**config.mk**
```make
export PLATFORM = sky130hd
export DESIGN_NAME = dual_port_up_counter
export DESIGN_NICKNAME = d
export VERILOG_FILES = /design/src/hdl/dual_port_counter_pkg.sv /design/src/hdl/lane_order.sv /design/src/hdl/dual_port_up_counter.sv
export SDC_FILE = /design/constraint.sdc
export NUM_CORES = 1
export LEC_CHECK = 0
export BUFFER_PORTS_ARGS = -buffer_cell sky130_fd_sc_hd__buf_2
export CELL_PAD_IN_SITES_DETAIL_PLACEMENT = 2
export CELL_PAD_IN_SITES_GLOBAL_PLACEMENT = 2
export CORE_MARGIN = 2
export CORE_UTILIZATION = 26
export CTS_CLUSTER_SIZE = 28
export DETAILED_ROUTE_END_ITERATION = 12
export PLACE_DENSITY = 0.8
export SLEW_MARGIN = 20
export SYNTH_ARGS = -nofsm -noshare
export SYNTH_HDL_FRONTEND = slang
export SYNTH_SLANG_ARGS = --single-unit
```
**constraint.sdc**
```tcl
create_clock -name i_clock -period 2.6 [get_ports i_clock]
set_input_delay 0.39 -clock i_clock [delete_from_list [all_inputs] [get_ports i_clock]]
set_output_delay 0.39 -clock i_clock [all_outputs]
set_load 0.03 [all_outputs]
```
**src/hdl/dual_port_counter_pkg.sv**
```systemverilog
// Shared constants and types for the dual-port loadable up counter
`default_nettype none

package dual_port_counter_pkg;

  // Counter width as built
  localparam int COUNT_WIDTH = 4;

  // Counter value after reset or synchronous clear
  localparam logic [COUNT_WIDTH-1:0] COUNT_RESET = 4'h0;

  // Increment step while counting
  localparam logic [COUNT_WIDTH-1:0] COUNT_STEP = 4'h1;

  // Output enables after reset: all outputs floating
  localparam logic OE_RESET = 1'b0;

  // Operating modes decoded from the two mode-select bits
  typedef enum logic [1:0] {
    MODE_LOAD_A,
    MODE_LOAD_B,
    MODE_RUN_NORMAL,
    MODE_RUN_SWAPPED
  } mode_e;

endpackage : dual_port_counter_pkg

`default_nettype wire

```
**src/hdl/lane_order.sv**
```systemverilog
// Bit-order selector: passes a word straight or bit-reversed
`timescale 1ns/1ps
`default_nettype none

module lane_order #(
  parameter int WIDTH = 4
) (
  // Word in
  input wire logic [WIDTH-1:0] i_word,
  input wire logic i_reverse,
  // Word out
  output logic [WIDTH-1:0] o_word
);

  if (WIDTH < 1) begin : g_width_check
    $error("lane_order: WIDTH must be at least 1");
  end

  logic [WIDTH-1:0] reversed;

  always_comb begin
    for (int i = 0; i < WIDTH; i++) begin
      reversed[i] = i_word[WIDTH-1-i];
    end
    o_word = i_reverse ? reversed : i_word;
  end

endmodule : lane_order

`default_nettype wire

```
**src/hdl/dual_port_up_counter.sv**
```systemverilog
// Dual-port loadable up counter with three-state count bus and bidirectional port
`timescale 1ns/1ps
`default_nettype none

////////////////////////////////////////////////////////////////////////////////
// Overview of operation
// - Holds a 4-bit count, loadable from port A or port B, and counts up.
// - Select 00 loads A, 01 loads B, 10 run normal, 11 run swapped.
// - In run modes, carry high increments by one; carry low holds the count.
// - Counter bits change only on the rising clock edge, or at once when the reset input goes low.
// - Synchronous clear at a clock edge zeroes the count, overriding every mode.
// - Count bus driven from the edge after output enable goes low, floating from the edge after it goes high.
// - Port B driven from the clock edge after a run mode is selected, released the edge after a load mode is selected.
// - Each conditionally enabled output floats from the clock edge after its enable condition goes false.
// - Port B carries the count normal, or bit-reversed when select low is set.
module dual_port_up_counter #(
  parameter int WIDTH = dual_port_counter_pkg::COUNT_WIDTH
) (
  // Clock and reset
  input wire logic i_clock,
  input wire logic i_reset_n,
  // Control
  input wire logic i_counter_clear,
  input wire logic i_mode_select_low,
  input wire logic i_mode_select_high,
  input wire logic i_carry_input,
  input wire logic i_output_enable_n,
  // Dedicated load port
  input wire logic [WIDTH-1:0] i_port_a_inputs,
  // Bidirectional port
  input wire logic [WIDTH-1:0] i_port_b_lines,
  output logic [WIDTH-1:0] o_port_b_lines,
  output logic o_port_b_lines_oe,
  // Three-state count bus
  output logic [WIDTH-1:0] o_count,
  output logic o_count_oe
);

  import dual_port_counter_pkg::*;

  //////////////////////////////////////////////////////////////////////////////
  // Elaboration check

  // Reset and step constants are sized to the built width
  if (WIDTH != COUNT_WIDTH) begin : g_width_check
    $error("dual_port_up_counter: WIDTH must equal COUNT_WIDTH");
  end

  // Run mode must move the count, so a zero step is refused
  if (COUNT_STEP == '0) begin : g_step_check
    $error("dual_port_up_counter: COUNT_STEP must not be zero");
  end

  // Synchronous clear must land on zero
  if (COUNT_RESET != '0) begin : g_clear_check
    $error("dual_port_up_counter: COUNT_RESET must be zero");
  end

  //////////////////////////////////////////////////////////////////////////////
  // Mode decode

  mode_e mode;

  always_comb begin
    unique case ({i_mode_select_high, i_mode_select_low})
      2'h0: begin
        mode = MODE_LOAD_A;
      end
      2'h1: begin
        mode = MODE_LOAD_B;
      end
      2'h2: begin
        mode = MODE_RUN_NORMAL;
      end
      2'h3: begin
        mode = MODE_RUN_SWAPPED;
      end
    endcase
  end

  //////////////////////////////////////////////////////////////////////////////
  // Operation flags

  logic run_mode;
  logic swap_order;
  logic count_step_due;

  always_comb begin
    run_mode = 1'b0;
    swap_order = 1'b0;
    unique case (mode)
      MODE_LOAD_A: begin
        run_mode = 1'b0;
      end
      MODE_LOAD_B: begin
        run_mode = 1'b0;
      end
      MODE_RUN_NORMAL: begin
        run_mode = 1'b1;
      end
      MODE_RUN_SWAPPED: begin
        run_mode = 1'b1;
        swap_order = 1'b1;
      end
    endcase
    // Carry is looked at only in run modes
    count_step_due = run_mode && i_carry_input;
  end

  //////////////////////////////////////////////////////////////////////////////
  // Counter state

  logic [WIDTH-1:0] count;
  logic [WIDTH-1:0] next_count;

  logic [WIDTH-1:0] load_value;
  logic [WIDTH-1:0] count_plus_step;

  always_comb begin
    // Port B feeds the counter in load-B mode, even on the first edge while the device still drives it
    if (mode == MODE_LOAD_B) begin
      load_value = i_port_b_lines;
    end else begin
      load_value = i_port_a_inputs;
    end
    // Wraps from all ones to zero
    count_plus_step = count + COUNT_STEP;
  end

  always_comb begin
    next_count = count;
    if (i_counter_clear) begin
      // Clear beats load, hold and count
      next_count = COUNT_RESET;
    end else begin
      unique case (mode)
        MODE_LOAD_A, MODE_LOAD_B: begin
          // Carry is ignored while loading
          next_count = load_value;
        end
        MODE_RUN_NORMAL, MODE_RUN_SWAPPED: begin
          if (count_step_due) begin
            next_count = count_plus_step;
          end
        end
      endcase
    end
  end

  always_ff @(posedge i_clock or negedge i_reset_n) begin
    if (!i_reset_n) begin
      count <= COUNT_RESET;
    end else begin
      count <= next_count;
    end
  end

  //////////////////////////////////////////////////////////////////////////////
  // Port B drive

  // Ordered from the next count so port data tracks the counter edge for edge
  logic [WIDTH-1:0] ordered_next;
  logic [WIDTH-1:0] next_port_b_lines;
  logic next_port_b_lines_oe;

  lane_order #(
    .WIDTH(WIDTH)
  ) u_lane_order (
    .i_word(next_count),
    .i_reverse(swap_order),
    .o_word(ordered_next)
  );

  always_comb begin
    // Enable follows the select one edge later; owner must already be off
    next_port_b_lines_oe = run_mode;
    if (run_mode) begin
      next_port_b_lines = ordered_next;
    end else begin
      // Undriven lines read zero so a released port shows no stale count
      next_port_b_lines = '0;
    end
  end

  always_ff @(posedge i_clock or negedge i_reset_n) begin
    if (!i_reset_n) begin
      o_port_b_lines <= COUNT_RESET;
      o_port_b_lines_oe <= OE_RESET;
    end else begin
      o_port_b_lines <= next_port_b_lines;
      o_port_b_lines_oe <= next_port_b_lines_oe;
    end
  end

  //////////////////////////////////////////////////////////////////////////////
  // Count bus drive

  logic next_count_oe;

  always_comb begin
    // Registered so the bus pins come straight from flip-flops
    if (i_output_enable_n) begin
      // Bus floats while the enable pin is high
      next_count_oe = 1'b0;
    end else begin
      next_count_oe = 1'b1;
    end
  end

  always_ff @(posedge i_clock or negedge i_reset_n) begin
    if (!i_reset_n) begin
      o_count_oe <= OE_RESET;
    end else begin
      o_count_oe <= next_count_oe;
    end
  end

  always_comb begin
    o_count = count;
  end

endmodule : dual_port_up_counter

`default_nettype wire

```
==> results_dict.tcl, run 1 <==
set metrics [dict create \
    hold_ws_ps 259 \
    hold_viol_final 0 \
    core_sq_um 1750 \
    ys_types 18 \
    dp_cells 89 \
    grtUsageTotal 0.142 \
    num_rows 15 \
    grt_busiest_layer "met2" \
    period_share 0.504 \
    cts_made_buffers 3 \
    p_per_area_nw_per_um2 595 \
    grt_start_max_net_pins 13 \
    grt_setup_unrepaired "false" \
    drcViolationCount 0 \
    yosysWarnings 0 \
    p_leak_uw 0.000339 \
    die_h_um 47.2 \
    drive_above_1_share 0.435 \
    final_antenna_net_count 0 \
    gp_routability_congestion 0.691 \
    worstMarginPinSlew_ps 328 \
    stdcell_area_sq_um 666 \
    antenna_found_initial 0 \
    fmax_mhz 763 \
    synth.net_count 59 \
    die_w_um 47.2 \
    cp.arrival_ps 1460 \
    wirelength_mm 1.22 \
    met2_usage 0.216 \
    setup_tns_ps 0 \
    ys_seq_elements 10 \
    drv_cap 0 \
    firstDrtPassIters 2 \
    path_clk_slew_ps 70 \
    ioPinCount 25 \
    nets 86 \
    dieArea_sq_um 2220 \
    status "finished, final reports clean" \
    syn_area_per_cell_sq_um 11.3 \
    io_buffers 24 \
    worst_ir_drop_vdd_mv 0.167 \
    grt_pass1_vias 458 \
    grt_overflow 0 \
    cts_buffer_depth 2 \
    utilization 0.381 \
    slew_headroom 0.779 \
    synth_cells 43 \
    r2r-start "o_count[0]$_DFF_PN0_" \
    worstPathRequired_ps 2750 \
    grt.met1_usage 0.180 \
    start_util 0.277 \
    crit_fanout 4 \
    setup_viol 0 \
    avgRoutedWirePerCell_um 13.0 \
    syn_to_final_growth_pct 37.5 \
    crit_start "o_count[0]$_DFF_PN0_" \
    drv_slew 0 \
    grt_pass1_wl_mm 2.12 \
    num_antenna_cells 0 \
    fin_cells 94 \
    path_class "reg2reg" \
    critPathLaunchType "register" \
    first_iter_violations 3 \
    clk_latency_ps 270 \
    cts-htree-levels 1 \
    tritoncts "yes" \
    finalCriticalPeriod_ps 1310 \
    skew_ps 2.38 \
    hold_path_class "in2reg" \
    placed_area_sq_um 619 \
    ys_seq_area_frac 0.517 \
    clock-sinks 10 \
    hpwl_um 923 \
    min-delay-start "i_output_enable_n" \
    use_met3 0.0269 \
    netlist_area_sq_um 484 \
    endpoint_kind "register" \
    cts_setup_buffers 0 \
    vias 423 \
    avgViaCountPerCell 4.50 \
    clockRootBuffer "clkbuf_4" \
]
[routing by layer]
| layer | part of all wire | wire [um] |
|---|---|---|
| met1 | 0.44 | 539 |
| met5 | 0 | 0 |
| met3 | 0.072 | 88 |
| met4 | 0.025 | 31 |
| met2 | 0.46 | 558 |
[cell families (layout without fill, tap and decap cells)]
| family | after synthesis | count (layout) | share of synthesized area |
|---|---|---|---|
| compound gates | 16 | 16 | 0.248 |
| mux | 1 | 1 | 0.0207 |
| flops | 10 | 10 | 0.517 |
| simple gates | 7 | 7 | 0.0853 |
| buf+inv | 5 | 31 | 0.0491 |
| xor+xnor | 3 | 3 | 0.0543 |
| fa+ha+maj | 1 | 1 | 0.0258 |
[state kept, by name (all words and copies together) (netlist names)]
signal,flops
o_count,4
o_count_oe,1
o_port_b_lines,4
o_port_b_lines_oe,1
[placed cells by master (no fill, tap or decap), types with 2 or more instances in the layout]
cell type,count
a211oi_1,6
xor2_1,2
nor2b_1,3
inv_1,2
a21o_1,4
a211oi_2,2
a21oi_1,4
clkbuf_4,3
dfrtp_1,10
buf_2,24
[cell usage after synthesis]
library cell	count	area (sq um)
dfrtp_1	10	250
nand4_1	1	6.26
and2_1	1	6.26
a211oi_2	2	25.0
a211oi_1	6	45.0
xnor2_1	1	8.76
mux2i_1	1	10.0
nand2b_1	1	6.26
xor2_1	2	17.5
a21o_1	4	30.0
buf_2	1	5.00
inv_1	2	7.51
buf_4	1	7.51
nor2b_1	3	18.8
clkbuf_1	1	3.75
ha_1	1	12.5
a21oi_1	4	20.0
nand2_1	1	3.75
[through the flow]
step	worst slack, ps	power, uW
finish	1290	396
global route	1200	416
CTS	1280	401
detailed placement	1290	256
global placement	1360	253
floorplan	1280	224
[worst max-delay path, stage by stage (launching register included)]
cell and delay, ps:
dfrtp_1 430, ha_1 310, mux2i_1 240, a21o_1 170, a21oi_1 40
[where the power goes]
part	switching (uW)	internal, uW
combinational	52.3	29.5
clock	57.7	85.0
sequential	6.21	165
total	116	280
[layout make-up]
cell class                 instances  area (sq um)
fill                             201          1080
tap                               25          31.3
inverter                           2          7.51
multi-input combinational         28           210
timing repair buffer              25           130
sequential                        10           250
clock buffer                       4          36.3
[worst paths after layout]
kind / end / slack, ps / depth (start not counted)
min: o_count_oe$_DFF_PN0_ / 260 / 2
min reg2reg: o_port_b_lines[0]$_DFF_PN0_ / 680 / 2
max: o_port_b_lines[1]$_DFF_PN0_ / 1290 / 4
min in group asynchronous: o_count[3]$_DFF_PN0_ / 520 / 2
max reg2reg: o_port_b_lines[1]$_DFF_PN0_ / 1290 / 4
max in group asynchronous: o_port_b_lines[1]$_DFF_PN0_ / 1890 / 2
[what timing repair did]
action / in CTS / in global routing
setup endpoints to repair: 0 / 0
endpoints found under the hold margin: 10 / 0
resized for setup: 0 / 0
hold buffers: 1 / 0
No activity file was read; power rests on OpenSTA's default activity.
==> inputs of run 2 (changes only) <==
--- a/config.mk
+++ b/config.mk
@@ -5,14 +5,15 @@
 export SDC_FILE = /design/constraint.sdc
 export NUM_CORES = 1
 export LEC_CHECK = 0
+export ABC_AREA = 1
 export BUFFER_PORTS_ARGS = -buffer_cell sky130_fd_sc_hd__buf_2
 export CELL_PAD_IN_SITES_DETAIL_PLACEMENT = 2
 export CELL_PAD_IN_SITES_GLOBAL_PLACEMENT = 2
 export CORE_MARGIN = 2
-export CORE_UTILIZATION = 26
+export CORE_UTILIZATION = 23
 export CTS_CLUSTER_SIZE = 28
 export DETAILED_ROUTE_END_ITERATION = 12
-export PLACE_DENSITY = 0.8
+export PLACE_DENSITY = 0.75
 export SLEW_MARGIN = 20
 export SYNTH_ARGS = -nofsm -noshare
 export SYNTH_HDL_FRONTEND = slang
==> constraint.sdc (replaced) <==
create_clock -name i_clock -period 1.3 [get_ports i_clock]
set_input_delay 0.195 -clock i_clock [delete_from_list [all_inputs] [get_ports i_clock]]
set_output_delay 0.195 -clock i_clock [all_outputs]
set_load 0.03 [all_outputs]
==> results_dict.tcl, run 2 <==
set metrics [dict create \
    ys_seq_area_frac 0.442 \
    ioPinCount 25 \
    syn_to_final_growth_pct 35.3 \
    ys_types 20 \
    die_h_um 53.6 \
    async_flop_share 1.00 \
    start_util 0.249 \
    grt_pass1_vias 627 \
    regArea_sq_um 250 \
    num_rows 17 \
    synth_top_area_cell "dfrtp_1" \
    nFillCells 287 \
    antenna_found_initial 0 \
    status "finished, final reports clean" \
    worstMarginPinSlew_ps 268 \
    placed_area_sq_um 702 \
    hold_ws_ps 63.5 \
    dieArea_sq_um 2880 \
    grt_pass1_wl_mm 2.91 \
    netlist_area_sq_um 567 \
    power.total_uw 827 \
    yosysWarnings 0 \
    worstPathRequired_ps 1500 \
    endpoint_kind "register" \
    worst_ir_drop_vdd_mv 0.393 \
    skew_ps 1.73 \
    firstDrtPassIters 3 \
    p_leak_uw 0.000443 \
    clock-sinks 10 \
    nets 117 \
    final_cell_mix "buf_2, nand2_1, inv_1, dfrtp_1, nor2_1" \
    drive_above_1_share 0.390 \
    critPathLaunchType "register" \
    num_antenna_cells 0 \
    yosysMostFrequentCell "nand2_1" \
    p_per_area_nw_per_um2 1080 \
    clockRootBuffer "clkbuf_4" \
    setup_tns_ps 0 \
    setup_viol 0 \
    ys_seq_elements 10 \
    path_class "reg2reg" \
    tritoncts "yes" \
    stdcell_area_sq_um 767 \
    avgViaCountPerCell 4.66 \
    synth_ff_type "dfrtp_1" \
    synth_area_leaders "dfrtp_1, nand2_1, inv_1" \
    grt_start_max_net_pins 12 \
    synth_cells 72 \
    first_iter_violations 4 \
    final_common_cell "buf_2" \
    synth_top_area_share 0.442 \
    utilization 0.337 \
    grt_overflow 0 \
    drv_slew 0 \
    io_buffers 24 \
    grtUsageTotal 0.146 \
    cts_buffer_depth 2 \
    hold_viol_final 0 \
    synth-edff-count 0 \
    grt_setup_unrepaired "false" \
    finalCriticalPeriod_ps 1190 \
    r2r_slack_ps 110 \
    path_clk_slew_ps 60 \
    cts_made_buffers 3 \
    drv_cap 0 \
    crit_fanout 4 \
    synth.net_count 88 \
    hold_path_class "in2reg" \
    drcViolationCount 0 \
    core_sq_um 2280 \
    clk_latency_ps 260 \
    period_share 0.918 \
    gp_routability_congestion 0.704 \
    final_antenna_net_count 0 \
    syn_area_per_cell_sq_um 7.87 \
    cts-htree-levels 1 \
    hpwl_mm 1.32 \
    avgRoutedWirePerCell_um 13.9 \
    multi_input_area_sq_um 263 \
    synth_common_cells "nand2_1, dfrtp_1, inv_1" \
    wirelength_mm 1.78 \
    vias 597 \
    slew_headroom 0.821 \
    cp.arrival_ps 1400 \
    die_w_um 53.6 \
    fmax_mhz 838 \
]
==> run 2: cell count changes in the layout (fill, tap and decap cells not counted), moves of 4 or more <==
| cell | delta |
|---|---|
| nand2_1 | +16 |
| inv_1 | +8 |
| nor2_1 | +7 |
| nand3_1 | +6 |
| a211oi_1 | -5 |
| a21o_1 | -4 |
==> run 2: worst paths after layout <==
path | from | end | cells after the start
min reg2reg | o_count[2]$_DFF_PN0_ | o_count[2]$_DFF_PN0_ | 3
max reg2reg | o_count[1]$_DFF_PN0_ | o_port_b_lines[1]$_DFF_PN0_ | 5
max in group asynchronous | i_reset_n | o_count[1]$_DFF_PN0_ | 2
min | i_output_enable_n | o_count_oe$_DFF_PN0_ | 2
min in group asynchronous | i_reset_n | o_count[3]$_DFF_PN0_ | 2
max | o_count[1]$_DFF_PN0_ | o_port_b_lines[1]$_DFF_PN0_ | 5
==> run 2: stage by stage <==
step | setup WS [ps] | cells
floorplan | 23.4 | 72
finish | 107 | 128
global route | 9.81 | 128
global placement | 131 | 122
CTS | 21.5 | 127
detailed placement | 30.1 | 122
==> run 2: per-layer routing <==
layer / vias to the layer above / GRT usage / part of all wire
li1: 288 / - / -
met1: 287 / 0.153 / 0.38
met2: 18 / 0.278 / 0.56
met3: 4 / 0.0278 / 0.042
met4: 0 / 0.0641 / 0.016
met5: - / 0 / 0
==> run 2: cells by family after synthesis <==
group | count (synthesis) | synth area share
and+or+nand+nor | 38 | 0.313
AOI/OAI and AO/OA | 9 | 0.108
buffers and inverters | 14 | 0.115
DFF | 10 | 0.442
adders and majority gates | 1 | 0.0221
==> run 2: critical path, cell delays in order, from the launching register on <==
cell and delay (ps):
dfrtp_1 410, ha_1 290, inv_1 60, a21oi_4 160
nand4_1 110, nand2_1 90
==> run 2: power by group <==
part	switching [uW]	internal [uW]	total, uW
clock	104	170	274
sequential	12.3	331	344
combinational	141	68.3	209
total	257	570	827
==> run 2: cell type report <==
type                            instances  share of cell area
Clock buffer                            4              0.0473
Inverter                               12              0.0587
Multi-Input combinational cell         48               0.343
Sequential cell                        10               0.326
Tap cell                               28              0.0457
Timing Repair Buffer                   26               0.179
==> run 2: timing repair <==
action	in CTS	in global routing
setup buffers	0	1
endpoints found under the setup margin	3	3
endpoints found under the hold margin	10	0
gates resized for setup	1	1
pin swaps	0	2
cloned	0	0
hold buffers	1	0
